**src/dgir_pkg.sv**
```systemverilog
// constants and types shared by the dual group interrupt router
// assumes a single chip clock domain and active high asynchronous reset
`default_nettype none

package dgir_pkg;

  localparam int unsigned NUM_LINES     = 8;
  localparam int unsigned SEL_W         = 3;
  localparam int unsigned NUM_EXT       = 2;
  localparam int unsigned NUM_INT_SRC   = 18;
  localparam int unsigned SRC_A_DEFAULT = 9;
  localparam int unsigned SRC_B_DEFAULT = 9;
  localparam int unsigned DUP_LINES     = 2;

  // which external input feeds which group
  localparam int unsigned EXT_GROUP_A   = 0;
  localparam int unsigned EXT_GROUP_B   = 1;

  // polarity encodings for output lines and external inputs
  localparam logic        POL_ACT_HIGH  = 1'b0;
  localparam logic        POL_ACT_LOW   = 1'b1;

  // values after reset
  localparam logic [7:0]  LINE_OE_N_RST = 8'hff;
  localparam logic [7:0]  LINE_VAL_RST  = 8'h00;
  localparam logic        SEC_OE_N_RST  = 1'b1;
  localparam logic        SEC_VAL_RST   = 1'b0;
  localparam logic        PIN_LVL_RST   = 1'b0;

  typedef logic [SEL_W-1:0]     dgir_sel_t;
  typedef logic [NUM_LINES-1:0] dgir_lines_t;

endpackage : dgir_pkg

`default_nettype wire

```
**src/dgir_pin_filter.sv**
```systemverilog
// three-stage synchroniser for asynchronous input pins
// a new level is taken once the second and third stages agree
`default_nettype none

module dgir_pin_filter #(
  parameter int unsigned WIDTH = 2
) (
  input  wire logic             clk_i,
  input  wire logic             rst_i,
  input  wire logic             ce_i,
  input  wire logic [WIDTH-1:0] pin_i,
  output logic      [WIDTH-1:0] level_o
);
  import dgir_pkg::*;

  if (WIDTH == 0) begin : g_width_check
    $error("pin filter needs at least one input");
  end

  logic [WIDTH-1:0] s1_r;
  logic [WIDTH-1:0] s2_r;
  logic [WIDTH-1:0] s3_r;

  always_ff @(posedge clk_i or posedge rst_i) begin
    if (rst_i) begin
      s1_r <= {WIDTH{PIN_LVL_RST}};
      s2_r <= {WIDTH{PIN_LVL_RST}};
      s3_r <= {WIDTH{PIN_LVL_RST}};
    end else if (ce_i) begin
      s1_r <= pin_i;
      s2_r <= s1_r;
      s3_r <= s2_r;
    end
  end

  // per bit: follow only when the two later stages agree
  always_ff @(posedge clk_i or posedge rst_i) begin
    if (rst_i) begin
      level_o <= {WIDTH{PIN_LVL_RST}};
    end else if (ce_i) begin
      level_o <= (s2_r & s3_r) | (level_o & (s2_r | s3_r));
    end
  end

endmodule : dgir_pin_filter

`default_nettype wire

```
**src/dgir_router.sv**
```systemverilog
// dual group interrupt router: gathers internal and external interrupt
// conditions into two groups and routes them onto eight open-drain lines
// assumes sources are synchronous to clk_i; external inputs are raw pins
//
// How it works
// RULE_01 - separate lines assert together per group
// RULE_02 - shared line asserts while either group pends
// RULE_03 - duplication drives lines 0 and 1 too
// RULE_04 - polarity 0 asserts high, 1 asserts low
// RULE_05 - three-bit select picks one of eight lines
// RULE_06 - group enable gates its routed line
// RULE_07 - two external inputs with polarity and enable
// RULE_08 - each group has its own secondary output
// RULE_09 - eighteen internal sources are accepted
// RULE_10 - software sets polarity and select before enable
// RULE_11 - software avoids reselecting a line mid-operation
// RULE_12 - group A: input timing, ext 0, counter 0
// RULE_13 - external polarity 0 high, 1 low
// RULE_14 - pending is OR; idle lines are released
`default_nettype none

module dgir_router
  import dgir_pkg::*;
#(
  parameter int unsigned NUM_SRC_A = dgir_pkg::SRC_A_DEFAULT,
  parameter int unsigned NUM_SRC_B = dgir_pkg::SRC_B_DEFAULT
) (
  input  wire logic                           clk_i,
  input  wire logic                           rst_i,
  input  wire logic                           ce_i,
  // analog input timing and counter 0 conditions
  input  wire logic [NUM_SRC_A-1:0]           src_a_i,
  input  wire logic [NUM_SRC_A-1:0]           src_a_en_i,
  input  wire logic [NUM_SRC_A-1:0]           src_a_sec_en_i,
  // analog output timing and counter 1 conditions
  input  wire logic [NUM_SRC_B-1:0]           src_b_i,
  input  wire logic [NUM_SRC_B-1:0]           src_b_en_i,
  input  wire logic [NUM_SRC_B-1:0]           src_b_sec_en_i,
  // external interrupt pins and their settings
  input  wire logic [dgir_pkg::NUM_EXT-1:0]   ext_irq_i,
  input  wire logic [dgir_pkg::NUM_EXT-1:0]   ext_pol_i,
  input  wire logic [dgir_pkg::NUM_EXT-1:0]   ext_en_i,
  input  wire logic [dgir_pkg::NUM_EXT-1:0]   ext_sec_en_i,
  // group configuration
  input  wire logic                           group_a_en_i,
  input  wire dgir_pkg::dgir_sel_t            group_a_sel_i,
  input  wire logic                           group_b_en_i,
  input  wire dgir_pkg::dgir_sel_t            group_b_sel_i,
  input  wire logic                           group_a_sec_en_i,
  input  wire logic                           group_b_sec_en_i,
  input  wire logic                           out_pol_i,
  input  wire logic                           dup_3pin_i,
  // open-drain interrupt lines, enables low while driving
  output logic      [dgir_pkg::NUM_LINES-1:0] irq_line_o,
  output logic      [dgir_pkg::NUM_LINES-1:0] irq_line_oe_n_o,
  output logic                                secondary_output_group_a_o,
  output logic                                secondary_output_group_a_oe_n_o,
  output logic                                secondary_output_group_b_o,
  output logic                                secondary_output_group_b_oe_n_o,
  // group pending status
  output logic                                pend_a_o,
  output logic                                pend_b_o
);
  import dgir_pkg::*;

  if (NUM_SRC_A + NUM_SRC_B != NUM_INT_SRC) begin : g_src_check
    $error("source counts of the two groups must add up to the internal total");
  end
  if (NUM_SRC_A == 0 || NUM_SRC_B == 0) begin : g_src_nonzero
    $error("each group needs at least one internal source");
  end

  logic [NUM_EXT-1:0] ext_lvl;
  logic [NUM_EXT-1:0] ext_act;
  logic               pend_a;
  logic               pend_b;
  logic               req_a;
  logic               req_b;
  logic               sec_a;
  logic               sec_b;
  dgir_lines_t        line_req;

  dgir_pin_filter #(
    .WIDTH   (NUM_EXT)
  ) u_ext_filter (
    .clk_i   (clk_i),
    .rst_i   (rst_i),
    .ce_i    (ce_i),
    .pin_i   (ext_irq_i),
    .level_o (ext_lvl)
  );

  // external input active level after per-input polarity
  assign ext_act = ext_lvl ^ ext_pol_i; // [RULE_13] [RULE_07]

  // group pending is the OR of enabled conditions
  assign pend_a = (|(src_a_i & src_a_en_i))                        // [RULE_09] [RULE_14]
                | (ext_act[EXT_GROUP_A] & ext_en_i[EXT_GROUP_A]);  // [RULE_12] [RULE_07]
  assign pend_b = (|(src_b_i & src_b_en_i))                        // [RULE_09] [RULE_14]
                | (ext_act[EXT_GROUP_B] & ext_en_i[EXT_GROUP_B]);  // [RULE_12] [RULE_07]

  assign req_a = group_a_en_i & pend_a; // [RULE_06]
  assign req_b = group_b_en_i & pend_b; // [RULE_06]

  // secondary outputs take their own source selection and enable
  assign sec_a = group_a_sec_en_i
               & ((|(src_a_i & src_a_sec_en_i))
                  | (ext_act[EXT_GROUP_A] & ext_sec_en_i[EXT_GROUP_A])); // [RULE_08]
  assign sec_b = group_b_sec_en_i
               & ((|(src_b_i & src_b_sec_en_i))
                  | (ext_act[EXT_GROUP_B] & ext_sec_en_i[EXT_GROUP_B])); // [RULE_08]

  // per line request: routed groups, plus duplication onto lines 0 and 1
  always_comb begin
    for (int i = 0; i < NUM_LINES; i++) begin
      line_req[i] = (req_a && group_a_sel_i == SEL_W'(i))   // [RULE_05] [RULE_01]
                  | (req_b && group_b_sel_i == SEL_W'(i));  // [RULE_02]
      if (i < DUP_LINES) begin
        line_req[i] = line_req[i] | (dup_3pin_i & (req_a | req_b)); // [RULE_03]
      end
    end
  end

  // lines are driven only while requested, released otherwise
  always_ff @(posedge clk_i or posedge rst_i) begin
    if (rst_i) begin
      irq_line_oe_n_o <= LINE_OE_N_RST;
    end else if (ce_i) begin
      irq_line_oe_n_o <= ~line_req; // [RULE_14] [RULE_01] [RULE_02]
    end
  end

  // driven level follows the output polarity
  always_ff @(posedge clk_i or posedge rst_i) begin
    if (rst_i) begin
      irq_line_o <= LINE_VAL_RST;
    end else if (ce_i) begin
      irq_line_o <= {NUM_LINES{out_pol_i == POL_ACT_HIGH}}; // [RULE_04]
    end
  end

  always_ff @(posedge clk_i or posedge rst_i) begin
    if (rst_i) begin
      secondary_output_group_a_o      <= SEC_VAL_RST;
      secondary_output_group_a_oe_n_o <= SEC_OE_N_RST;
      secondary_output_group_b_o      <= SEC_VAL_RST;
      secondary_output_group_b_oe_n_o <= SEC_OE_N_RST;
    end else if (ce_i) begin
      secondary_output_group_a_o      <= (out_pol_i == POL_ACT_HIGH); // [RULE_04]
      secondary_output_group_a_oe_n_o <= ~sec_a;                      // [RULE_08]
      secondary_output_group_b_o      <= (out_pol_i == POL_ACT_HIGH); // [RULE_04]
      secondary_output_group_b_oe_n_o <= ~sec_b;                      // [RULE_08]
    end
  end

  always_ff @(posedge clk_i or posedge rst_i) begin
    if (rst_i) begin
      pend_a_o <= 1'b0;
      pend_b_o <= 1'b0;
    end else if (ce_i) begin
      pend_a_o <= pend_a; // [RULE_14]
      pend_b_o <= pend_b; // [RULE_14]
    end
  end
endmodule : dgir_router

`default_nettype wire

```
**config.mk**
```make
export PLATFORM = sky130hd
export DESIGN_NAME = dgir_router
export DESIGN_NICKNAME = d
export VERILOG_FILES = /design/src/dgir_pkg.sv /design/src/dgir_pin_filter.sv /design/src/dgir_router.sv
export SDC_FILE = /design/constraint.sdc
export NUM_CORES = 1
export LEC_CHECK = 0
export ABC_AREA = 1
export BUFFER_PORTS_ARGS = -buffer_cell sky130_fd_sc_hd__buf_2
export CAP_MARGIN = 20
export CORE_MARGIN = 2
export CORE_UTILIZATION = 41
export CTS_BUF_LIST = sky130_fd_sc_hd__clkbuf_4 sky130_fd_sc_hd__clkbuf_8 sky130_fd_sc_hd__clkbuf_16
export DETAILED_ROUTE_END_ITERATION = 8
export HOLD_SLACK_MARGIN = 0.02
export PLACE_DENSITY = 0.82
export SYNTH_ARGS = -nofsm -noshare
export SYNTH_HDL_FRONTEND = slang
export SYNTH_SLANG_ARGS = --single-unit
```
**constraint.sdc**
```tcl
create_clock -name clk_i -period 1.4 [get_ports clk_i]
set_input_delay 0.14 -clock clk_i [delete_from_list [all_inputs] [get_ports clk_i]]
set_output_delay 0.14 -clock clk_i [all_outputs]
set_load 0.005 [all_outputs]
```
Word-level counts from Yosys, hierarchy flattened
Index checks and enable logic that the tools add are counted.

Equal/unequal tests: 14. Reductions and logical operators: 22. Bitwise operators: 37.

Operators with widths (number): AND 9 bit (4); OR reduction 9 bit (4); == test 3 bit (second input constant) (8); logical AND 1 bit (16); OR 1 bit (15); == test 3 x 2 -> 1 bit (second input constant) (4); AND 1 bit (9); inverter 8 bit (1); == test 3 x 1 -> 1 bit (second input constant) (2); zero test 3 bit (2); AND 2 bit (2); OR 2 bit (2); inverter 1 bit (3); bitwise XOR 2 bit (1).

Register bits: 22. Word-level logic and storage cells: 84.

Depth between registers and ports, before layout
Gate-level depths: netlist of run 1.

Word-level depth: 8. Mapped depth: 9. Gate-level depth less buffers: 9.

Modules after synthesis
From an unflattened synthesis of run 1, not the netlist that was laid out.

Cells, all modules: 225. Area total of the unflattened synthesis: 1448.9 sq um.

Modules (own cells, without submodules): dgir_router (instances 1, cells each 184, area each 1103.6 sq um, seq. area each 337.8 sq um); dgir_pin_filter (instances 1, cells each 41, area each 345.3 sq um, seq. area each 200.2 sq um).

Worst setup path before layout of run 1
No wires, ideal clock.

Kind: register to register. Start point: reg u_ext_filter.level_o[1]. End point: reg irq_line_oe_n_o[0] (netlist name). Data required time: 1339 ps. Stages on the path, launching flop included: 9. Clock period less this slack: 1109 ps. Arrival time: 1048 ps. Buffers on the path: 0. Setup slack: 291 ps. Cell sequence: dfrtp_1 or2_1 nand3_2 nand3_4 nand2_2 o21ai_1 nand2_1 nand2_1 nand2_1.

Cells in the longest elaborated chain, start to end: 8.

RTL lines: start: declaration (RTL line dgir_pin_filter.sv:12) `output logic [WIDTH-1:0] level_o`; start signal: assignment (RTL line dgir_pin_filter.sv:39) `level_o <= {WIDTH{PIN_LVL_RST}};`; start signal: assignment (RTL line dgir_pin_filter.sv:41) `level_o <= (s2_r & s3_r) | (level_o & (s2_r | s3_r));`; bitwise XOR 2 bit * (RTL line dgir_router.sv:94) `assign ext_act = ext_lvl ^ ext_pol_i;`; AND 1 bit * (RTL line dgir_router.sv:100) `| (ext_act[EXT_GROUP_B] & ext_en_i[EXT_GROUP_B]);`; OR 1 bit * (RTL line dgir_router.sv:100); AND 1 bit * (RTL line dgir_router.sv:103) `assign req_b = group_b_en_i & pend_b;`; OR 1 bit / logical AND 1 bit (equally long branches) (RTL line dgir_router.sv:119, dgir_router.sv:117); AND 1 bit / OR 1 bit (equally long branches) (RTL line dgir_router.sv:119, dgir_router.sv:117); OR 1 bit * (RTL line dgir_router.sv:119) `line_req[i] = line_req[i] | (dup_3pin_i & (req_a | req_b));`; inverter 8 bit * (RTL line dgir_router.sv:129) `irq_line_oe_n_o <= ~line_req;`; end signal: assignment (RTL line dgir_router.sv:129); end: declaration (RTL line dgir_router.sv:55) `output logic [dgir_pkg::NUM_LINES-1:0] irq_line_oe_n_o,`.

Mark *: on every way between the ends. The rest lies on a longest branch, timed or not. A chain may end at the register's enable or synchronous reset.

Worst setup path in the final report of run 1
Start point: reg u_ext_filter.level_o[0]. End point: reg irq_line_oe_n_o[0] (netlist name).

Cells in the longest elaborated chain, start to end: 8.

RTL lines: bitwise XOR 2 bit * (RTL line dgir_router.sv:94); AND 1 bit * (RTL line dgir_router.sv:98) `| (ext_act[EXT_GROUP_A] & ext_en_i[EXT_GROUP_A]);`; OR 1 bit * (RTL line dgir_router.sv:98); AND 1 bit * (RTL line dgir_router.sv:102) `assign req_a = group_a_en_i & pend_a;`; OR 1 bit / logical AND 1 bit (equally long branches) (RTL line dgir_router.sv:119, dgir_router.sv:116); AND 1 bit / OR 1 bit (equally long branches) (RTL line dgir_router.sv:119, dgir_router.sv:117); OR 1 bit * (RTL line dgir_router.sv:119); inverter 8 bit * (RTL line dgir_router.sv:129).

Marked as above.

==> flow_metrics.tcl, run 1 <==
set metrics [dict create \
    p_leak_nw 1.13 \
    regToRegStartpoint "u_ext_filter.level_o[0]$_DFFE_PP0P_" \
    hold_path_startpoint "ext_irq_i[0]" \
    yosys_most_used_dff "dfrtp_1" \
    post-route-drc-count 0 \
    synth-adder-area-share 0 \
    grt_max_degree 22 \
    synth.distinct_cells 22 \
    synth.yosys.seq_area_share 0.382 \
    cts_setup_buffers 0 \
    top_level_ports 99 \
    place_ws_ns 0.201 \
    holdPathEnd "u_ext_filter.s1_r[0]$_DFFE_PP0P_" \
    finish.net_count 390 \
    r2r.worst_path.cells 9 \
    worstPathMaxFanout 5 \
    hpwl_mm 2.85 \
    hold_depth 3 \
    async_reset_ff_frac 1.00 \
    achievable-frequency_ghz 0.820 \
    timing.setup.tns_ns 0 \
    wl_per_cell_um 9.83 \
    endpoint_kind_of_the_worst_setup_timing_path "register" \
    floorplan.die_area_um2 3920 \
    largest_family_of_logic_cells_by_synthesized_area "simple AND/OR/NAND/NOR gates" \
    floorplan.rows 21 \
    area_growth_pct 39.3 \
    run_status "finished, final reports clean" \
    first_global_vias 1525 \
    crit_path_cell_trace "inv_1 > nand2_1 > nand3_1 > nand2_1 > nor2_4 > nor3_1 > nor2_1 > nand2_1 > nand2_1" \
    synth.top_cells.by_count "nand2_1, nor2_1, nand3_1" \
    synth_area_um2 1410 \
    final_core_utilization 0.593 \
    cts_sinks 21 \
    fin_hold_ws_ns 0.0507 \
    vias_per_cell 4.53 \
    cts_inserted_buffers 3 \
    synth.avg_cell_area_um2 6.52 \
    layout_setup_ws_ns 0.181 \
    groute.usage.overall 0.186 \
    cts_tree "done" \
    final_area_um2 1960 \
    clk_pin_slew_worst_paths_ns 0.12 \
    globalplace.congestion 0.948 \
    synthesized_netlist_net_count 293 \
    worstSetupPathType "reg2reg" \
    vias 1620 \
    critPathArrivalTime_ns 1.47 \
    critical_path.reg2reg.endpoint "irq_line_oe_n_o[0]$_DFFE_PP1P_" \
    synth.largest_area_cell "nand2_1" \
    rsz0062_at_grt "false" \
    gr-total-overflow 0 \
    drive_above_1_share 0.397 \
    synthDominantCellAreaShare 0.264 \
    cts.htree.levels 1 \
    placed_area_um2 1890 \
    first_pass_grt_wire_length_mm 6.02 \
    post-route-period-util 0.871 \
    measured_slew_at_the_worst_slew_check_pin_ns 0.323 \
    post_synth_mux_area_share 0 \
    pwr_density_cell_nw_per_um2 747 \
    critical_path.slowest_cell "dfrtp_1" \
    postRouteWirelength_mm 3.52 \
    synth-simple-area-share 0.470 \
    start_util 0.426 \
    fin_crit_ns 1.22 \
    number_of_buffers_added_on_ports 98 \
    worst_skew_pair.late_latency_ns 0.30 \
    timing_hold_violations_final 0 \
    drtIter0Drc 55 \
    yosys.cell_count.top_type "nand2_1" \
    worst_clock_skew_ns 0.00110 \
    reg2reg_setup_slack_ns 0.18 \
    floorplan.core_area_um2 3310 \
    drt_pre_antenna_iters 4 \
    setup_crit_start_kind "register" \
    die_width_um 62.6 \
    synth.yosys.warnings 0 \
    setup_viol_count_final 0 \
    synth_seq_cells 21 \
    synth.area.top_cells "nand2_1, dfrtp_1, dfstp_2, nand3_1, nor2_1" \
    clk_path_buf_depth 2 \
    number_of_flops_mapped_to_enable_cells_by_yosys 0 \
    cap_viol_max_count 0 \
    synthesis.instances 216 \
    ir_drop_mv 0.362 \
    timing.hold.worst.class "in2reg" \
    diodes 0 \
    critical_path_s_largest_stage_delay_ns 0.41 \
    clock-root-buffer "clkbuf_4" \
    ant_nets 0 \
    synth_compound_area_frac 0.0444 \
    antenna_violations_before_repair 0 \
    synth-xor-area-share 0 \
    slew_viol_final 0 \
    crit_path_frequent_cell "nand2_1" \
    cp.required_ns 1.65 \
    maxSlewHeadroom 0.784 \
    die_h_um 62.6 \
]
[worst max path at each step]
stage / to / slack, ns / startpoint / depth (start not counted)
finish: irq_line_oe_n_o[0]$_DFFE_PP1P_ / 0.18 / u_ext_filter.level_o[0]$_DFFE_PP0P_ / 9
global route: irq_line_oe_n_o[2]$_DFFE_PP1P_ / 0.07 / u_ext_filter.level_o[1]$_DFFE_PP0P_ / 8
CTS: irq_line_oe_n_o[2]$_DFFE_PP1P_ / 0.17 / u_ext_filter.level_o[1]$_DFFE_PP0P_ / 8
detailed placement: irq_line_oe_n_o[2]$_DFFE_PP1P_ / 0.20 / u_ext_filter.level_o[1]$_DFFE_PP0P_ / 8
global placement: irq_line_oe_n_o[2]$_DFFE_PP1P_ / 0.22 / u_ext_filter.level_o[1]$_DFFE_PP0P_ / 8
floorplan: irq_line_oe_n_o[0]$_DFFE_PP1P_ / 0.29 / u_ext_filter.level_o[1]$_DFFE_PP0P_ / 8
[metrics by stage]
step	total power, mW	std cells
after global routing	1.57	358
final	1.47	358
after detailed placement	1.18	349
after global placement	1.17	349
after floorplan	0.991	216
after CTS	1.49	358
[cells by family (layout without fill, tap and decap cells)]
family | Yosys count | in the layout
DFF | 21 | 21
buffers and inverters | 29 | 125
and+or+nand+nor | 155 | 155
AOI/OAI and AO/OA | 11 | 11
[registers in the layout (all words and copies together), names as in the netlist]
signal and count:
secondary_output_group_b_oe_n_o 1, irq_line_oe_n_o 8, pend_a_o 1, u_ext_filter.s2_r 2, u_ext_filter.s3_r 2, u_ext_filter.s1_r 2, pend_b_o 1, secondary_output_group_b_o 1
u_ext_filter.level_o 2, secondary_output_group_a_oe_n_o 1
[where the power goes]
part / switching, mW / internal, mW / leakage, nW
sequential: 0.0442 / 0.695 / 0.239
clock: 0.187 / 0.106 / 0.0177
combinational: 0.223 / 0.211 / 0.869
total: 0.454 / 1.01 / 1.13
[critical path: cells and delay by family (launching register included)]
| family | cells | cell delay, ns |
|---|---|---|
| flip-flops | 1 | 0.41 |
| AND/OR/NAND/NOR | 8 | 0.69 |
| buffers and inverters | 1 | 0.07 |
[what timing repair did]
action                                 in CTS  in global routing
setup endpoints to repair                   0                  0
resized for setup                           0                  0
endpoints found under the hold margin      15                  0
hold buffers                                5                  0
[layout by cell type (no fill, tap or decap), types with 3 or more instances in the layout]
cell type / n
inv_2: 4
nand3_1: 20
dfstp_2: 10
nand4_1: 4
clkbuf_4: 3
nand2_1: 99
inv_1: 12
dfrtp_1: 11
dlygate4sd3_1: 5
o21ai_1: 5
buf_2: 98
nor2_1: 23
[area by class of cell]
| type | count | area, µm² |
|---|---|---|
| fill | 328 | 1350 |
| multi-input combinational | 166 | 724 |
| timing repair buffer | 105 | 556 |
| sequential | 21 | 538 |
| inverter | 16 | 60.1 |
| tap | 46 | 57.6 |
| clock buffer | 3 | 22.5 |
| clock inverter | 1 | 5.00 |
[routing by layer]
metal,vias up,wire length [µm],GRT usage
li1,863,-,-
met1,698,1610,0.231
met2,57,1650,0.321
met3,2,244,0.0450
met4,0,15,0.0556
met5,-,0,0
No activity file was read; power rests on OpenSTA's default activity.
==> run 2: changes to the inputs <==
BUFFER_PORTS_ARGS = default   (was -buffer_cell sky130_fd_sc_hd__buf_2)
CORE_UTILIZATION = 62   (was 41)
DONT_BUFFER_PORTS = 1   (was default)
PLACE_DENSITY = 0.8   (was 0.82)
==> run 2 against run 1 <==
Cell count fell by 30%; via count fell by 15%; die area fell by 32%; sequential power rose by 2%; flip-flop and latch count did not move; count of clock-buffer cells in the layout rose by 1; total power fell by 7.6%; register-to-register slack got worse by 0.097 ns; worst hold slack got worse by 0.012 ns; first-iteration DRC count fell by 33%; non-clock buffer count fell by 90; critical path type unchanged; highest routed layer unchanged.
==> flow_metrics.tcl, run 2 (synthesis gave the netlist of run 1 again) <==
set metrics [dict create \
    vias 1369 \
    worst_skew_pair.late_latency_ns 0.30 \
    p_leak_nw 0.776 \
    global_route.peak_usage_layer "met2" \
    floorplan.die_area_um2 2670 \
    largest_reg_flops 8 \
    clk_path_buf_depth 2 \
    placed_area_um2 1370 \
    r2r.worst_path.cells 8 \
    setup_crit_start_kind "register" \
    globalRouteMet1Util 0.331 \
    cap_viol_max_count 0 \
    layout.cells.most_common "nand2_1" \
    post-route-drc-count 0 \
    post-route-period-util 0.940 \
    hpwl_mm 2.46 \
    area_growth_pct 9.15 \
    postRouteWirelength_mm 3.32 \
    top_level_ports 99 \
    setup_viol_count_final 0 \
    fin_hold_ws_ns 0.0389 \
    drtIter0Drc 37 \
    ant_nets 0 \
    power.total_mw 1.35 \
    layout.area.seq_um2 538 \
    ir_drop_mv 0.617 \
    final_area_um2 1540 \
    floorplan.core_area_um2 2170 \
    critPathArrivalTime_ns 1.56 \
    num-fill-cells 205 \
    groute.usage.overall 0.273 \
    pwr_density_cell_nw_per_um2 881 \
    drive_above_1_share 0.126 \
    worstSetupPathType "reg2reg" \
    grt.met2_usage 0.464 \
    crit_path_frequent_cell "nand2_1" \
    die_h_um 51.7 \
    diodes 0 \
    critical_path_s_largest_stage_delay_ns 0.41 \
    run_status "finished, final reports clean" \
    multiInputGateArea_um2 732 \
    timing.setup.tns_ns 0 \
    grtUsageMet3 0.0546 \
    clock-root-buffer "clkbuf_4" \
    most_used_cells_in_the_layout_excluding_fill_and_tap_cells "nand2_1, nor2_1, nand3_1" \
    timing_hold_violations_final 0 \
    clk_pin_slew_worst_paths_ns 0.11 \
    cts_sinks 21 \
    endpoint_kind_of_the_worst_setup_timing_path "register" \
    timing.hold.worst.class "in2reg" \
    sum_of_buffers_and_inverters_on_the_critical_path 1 \
    finish.net_count 300 \
    cts_inserted_buffers 3 \
    slew_viol_final 0 \
    measured_slew_at_the_worst_slew_check_pin_ns 0.722 \
    vias_per_cell 5.48 \
    drt_pre_antenna_iters 4 \
    worst_clock_skew_ns 0.00243 \
    crit_cells 8 \
    achievable-frequency_ghz 0.760 \
    hold_depth 2 \
    rsz0062_at_grt "false" \
    worstPathMaxFanout 6 \
    number_of_buffers_added_on_ports 0 \
    gr-total-overflow 0 \
    registers.top_by_ff_count "irq_line_oe_n_o" \
    grt_max_degree 22 \
    cts.htree.levels 1 \
    first_pass_grt_wire_length_mm 5.44 \
    fin_crit_ns 1.32 \
    critical_path.slowest_cell "dfrtp_1" \
    floorplan.rows 17 \
    cp.required_ns 1.65 \
    crit_path_cell_trace "or2_1 > nand3_2 > nand3_4 > nand2_4 > inv_2 > nand2_1 > nand3_1 > nand2_1" \
    first_global_vias 1339 \
    antenna_violations_before_repair 0 \
    start_util 0.649 \
    final_core_utilization 0.709 \
    critical_path.top_delay_family "simple AND/OR/NAND/NOR gates" \
    wl_per_cell_um 13.3 \
    maxSlewHeadroom 0.517 \
    globalplace.congestion 0.794 \
    cts_tree "done" \
    die_width_um 51.7 \
]
-- run 2: power by group --
part           total, mW  internal, mW  switching (mW)
Sequential         0.755         0.696          0.0598
Combinational      0.291         0.125           0.166
Clock              0.308         0.130           0.177
-- run 2: cell type report --
class                   instances  area share
inverters                      16      0.0391
well taps                      28      0.0228
multi-input cells             166       0.476
repair buffers                 15      0.0928
flip-flops and latches         21       0.350
clock buffers                   4      0.0195
-- run 2: worst paths after layout --
kind | from | endpoint | slack (ns)
worst max register to register | u_ext_filter.level_o[1]$_DFFE_PP0P_ | irq_line_oe_n_o[6]$_DFFE_PP1P_ | 0.08
worst min-delay path | ce_i | u_ext_filter.level_o[0]$_DFFE_PP0P_ | 0.04
min in group asynchronous | rst_i | secondary_output_group_b_o$_DFFE_PP0P_ | 0.30
max in group asynchronous | rst_i | irq_line_oe_n_o[6]$_DFFE_PP1P_ | 0.82
worst max-delay path | u_ext_filter.level_o[1]$_DFFE_PP0P_ | irq_line_oe_n_o[6]$_DFFE_PP1P_ | 0.08
worst min register to register | irq_line_oe_n_o[4]$_DFFE_PP1P_ | irq_line_oe_n_o[4]$_DFFE_PP1P_ | 0.48
-- run 2: worst register-to-register path: cells and delay by family, from the launching register on --
family        cells  cell delay [ns]
simple gates      7             0.79
flops             1             0.41
buf+inv           1             0.06
-- run 2: what timing repair did --
action,in CTS,in global routing
hold endpoints to repair,39,0
buffers inserted,0,2
resized for setup,0,2
hold buffers,13,0
setup endpoints to repair,0,3
-- run 2: routing by layer --
layer	part of all wire	wire length, µm	vias up
li1	-	-	682
met1	0.40	1320	630
met2	0.51	1700	49
met3	0.077	257	8
met4	0.013	44	0
met5	0	0	-
-- run 2: through the flow --
step	instances	setup slack (ns)
6_report	250	0.0839
5_1_grt	250	0.00188
4_1_cts	249	0.0945
3_5_place_dp	232	0.152
3_3_place_gp	232	0.236
2_1_floorplan	216	0.291
==> run 3: changes to the inputs <==
CORE_ASPECT_RATIO = 0.7   (was default)
==> run 3 against run 2 <==
Flip-flop and latch count stayed put; global-route usage is 2.6 points higher; clock power is 1% lower; die area is 0.23% higher; cell area is 0.65% higher; non-clock buffer count is 1 higher; critical path type unchanged; critical endpoint is now irq_line_oe_n_o[7]$_DFFE_PP1P_; largest cell class unchanged.
==> flow_metrics.tcl, run 3 (synthesis gave the netlist of run 1 again) <==
set metrics [dict create \
    clock-root-buffer "clkbuf_4" \
    groute.usage.overall 0.298 \
    most_used_cells_in_the_layout_excluding_fill_and_tap_cells "nand2_1, nor2_1, nand3_1" \
    first_global_vias 1398 \
    post-route-drc-count 0 \
    floorplan.die_area_um2 2680 \
    layout.cells.most_common "nand2_1" \
    layout_setup_ws_ns 0.0935 \
    vias_per_cell 5.35 \
    ir_drop_mv 0.540 \
    clk_pin_slew_worst_paths_ns 0.13 \
    setup_crit_start_kind "register" \
    final_core_utilization 0.718 \
    worstPathMaxFanout 6 \
    post_layout_nonfiller_instances 255 \
    measured_slew_at_the_worst_slew_check_pin_ns 0.701 \
    slew_viol_final 0 \
    drt_pre_antenna_iters 4 \
    floorplan.rows 14 \
    r2r.worst_path.cells 9 \
    cts_inserted_buffers 3 \
    critical_path.slowest_cell "dfrtp_1" \
    finish.net_count 301 \
    worst_clock_skew_ns 0.00713 \
    ant_nets 0 \
    globalplace.congestion 0.987 \
    number_of_buffers_added_on_ports 0 \
    cts_repair_resize_count 0 \
    largest_reg_flops 8 \
    post-route-period-util 0.933 \
    regToRegStartpoint "u_ext_filter.level_o[0]$_DFFE_PP0P_" \
    worst_setup_path_startpoint "u_ext_filter.level_o[0]$_DFFE_PP0P_" \
    pwr_density_cell_nw_per_um2 873 \
    first_pass_grt_wire_length_mm 5.82 \
    placed_area_um2 1370 \
    hpwl_mm 2.61 \
    gr-total-overflow 0 \
    drtIter0Drc 76 \
    endpoint_kind_of_the_worst_setup_timing_path "register" \
    start_util 0.654 \
    crit_path_cell_trace "inv_1 > nand2_1 > nand3_1 > nand2_1 > nor2_4 > nor2_4 > nand3_1 > nand3_1 > nand2_1" \
    multiInputGateArea_um2 724 \
    final_area_um2 1550 \
    registers.top_by_ff_count "irq_line_oe_n_o" \
    die_width_um 61.0 \
    cap_viol_max_count 0 \
    reg2reg_setup_slack_ns 0.09 \
    grt_max_degree 21 \
    cts_hold_buf 14 \
    crit_cells 9 \
    worstSetupPathType "reg2reg" \
    timing_hold_violations_final 0 \
    timing.hold.worst.class "in2reg" \
    post-place-cells 236 \
    cp.required_ns 1.66 \
    cp-endpoint "irq_line_oe_n_o[7]$_DFFE_PP1P_" \
    area_growth_pct 9.86 \
    cts.htree.levels 1 \
    die_h_um 43.9 \
    maxSlewHeadroom 0.531 \
    wl_per_cell_um 14.0 \
    critPathArrivalTime_ns 1.56 \
    layout.area.seq_um2 538 \
    p_leak_nw 0.774 \
    cts_setup_buffers 0 \
    critical_path_s_largest_stage_delay_ns 0.42 \
    antenna_violations_before_repair 0 \
    floorplan.core_area_um2 2150 \
    clk_path_buf_depth 2 \
    num-fill-cells 181 \
    run_status "finished, final reports clean" \
    setup_viol_count_final 0 \
    top_level_ports 99 \
    achievable-frequency_ghz 0.765 \
    rsz0062_at_grt "false" \
    cts_tree "done" \
    timing.setup.tns_ns 0 \
    sum_of_buffers_and_inverters_on_the_critical_path 1 \
    drive_above_1_share 0.112 \
    diodes 0 \
    fin_crit_ns 1.31 \
    critical_path.reg2reg.endpoint "irq_line_oe_n_o[7]$_DFFE_PP1P_" \
    worst_skew_pair.late_latency_ns 0.31 \
    critical_path.top_delay_family "simple AND/OR/NAND/NOR gates" \
    place_ws_ns 0.168 \
    cts_sinks 21 \
    postRouteWirelength_mm 3.56 \
    vias 1364 \
]
-- run 3: cell count changes in the layout (fill, tap and decap cells not counted) --
cell / change
clkbuf_4: -1
dlygate4sd3_1: +3
buf_4: -2
nand2_1: +1
clkinv_2: +1
nand2_4: -1
-- run 3: worst min-delay path, stage by stage --
cell and delay (ns):
nand3_1 0.07, nand3_1 0.09, a31oi_1 0.07
-- run 3: layer usage --
layer  vias to the layer above  wire length (µm)  share of wire  GRT usage
li1                        685                 -              -          -
met1                       590              1300           0.36      0.323
met2                        81              1730           0.48      0.516
met3                         8               482           0.14      0.143
met4                         0                55          0.015     0.0913
met5                         -                 0              0          0
-- run 3: cell type report --
class,count,area share
multi-input combinational,166,0.468
sequential,21,0.348
timing repair buffer,16,0.102
inverter,16,0.0388
tap,32,0.0259
clock buffer,3,0.0146
clock inverter,1,0.00323
-- run 3: power breakdown --
group          internal, mW  switching [mW]  total, mW
Combinational         0.119           0.166      0.284
Clock                 0.107           0.197      0.304
Sequential            0.696          0.0675      0.764
Total                 0.922           0.430       1.35
-- run 3: how the worst min path moves through the flow --
| stage | from | end | slack [ns] | cells past startpoint |
|---|---|---|---|---|
| global placement | rst_i | secondary_output_group_b_o$_DFFE_PP0P_ | -0.12 | 1 |
| global route | group_b_sel_i[2] | irq_line_oe_n_o[2]$_DFFE_PP1P_ | 0.06 | 4 |
| floorplan | rst_i | pend_a_o$_DFFE_PP0P_ | 0.11 | 1 |
| finish | ext_sec_en_i[1] | secondary_output_group_b_oe_n_o$_DFFE_PP1P_ | 0.05 | 3 |
| detailed placement | rst_i | secondary_output_group_b_o$_DFFE_PP0P_ | -0.12 | 1 |
| CTS | ext_sec_en_i[0] | secondary_output_group_a_oe_n_o$_DFFE_PP1P_ | 0.02 | 3 |
-- run 3: metrics by stage --
step,power (mW),hold slack (ns)
floorplan,0.991,0.109
global placement,0.994,-0.120
detailed placement,1.01,-0.118
CTS,1.36,0.0200
global route,1.45,0.0581
finish,1.35,0.0485
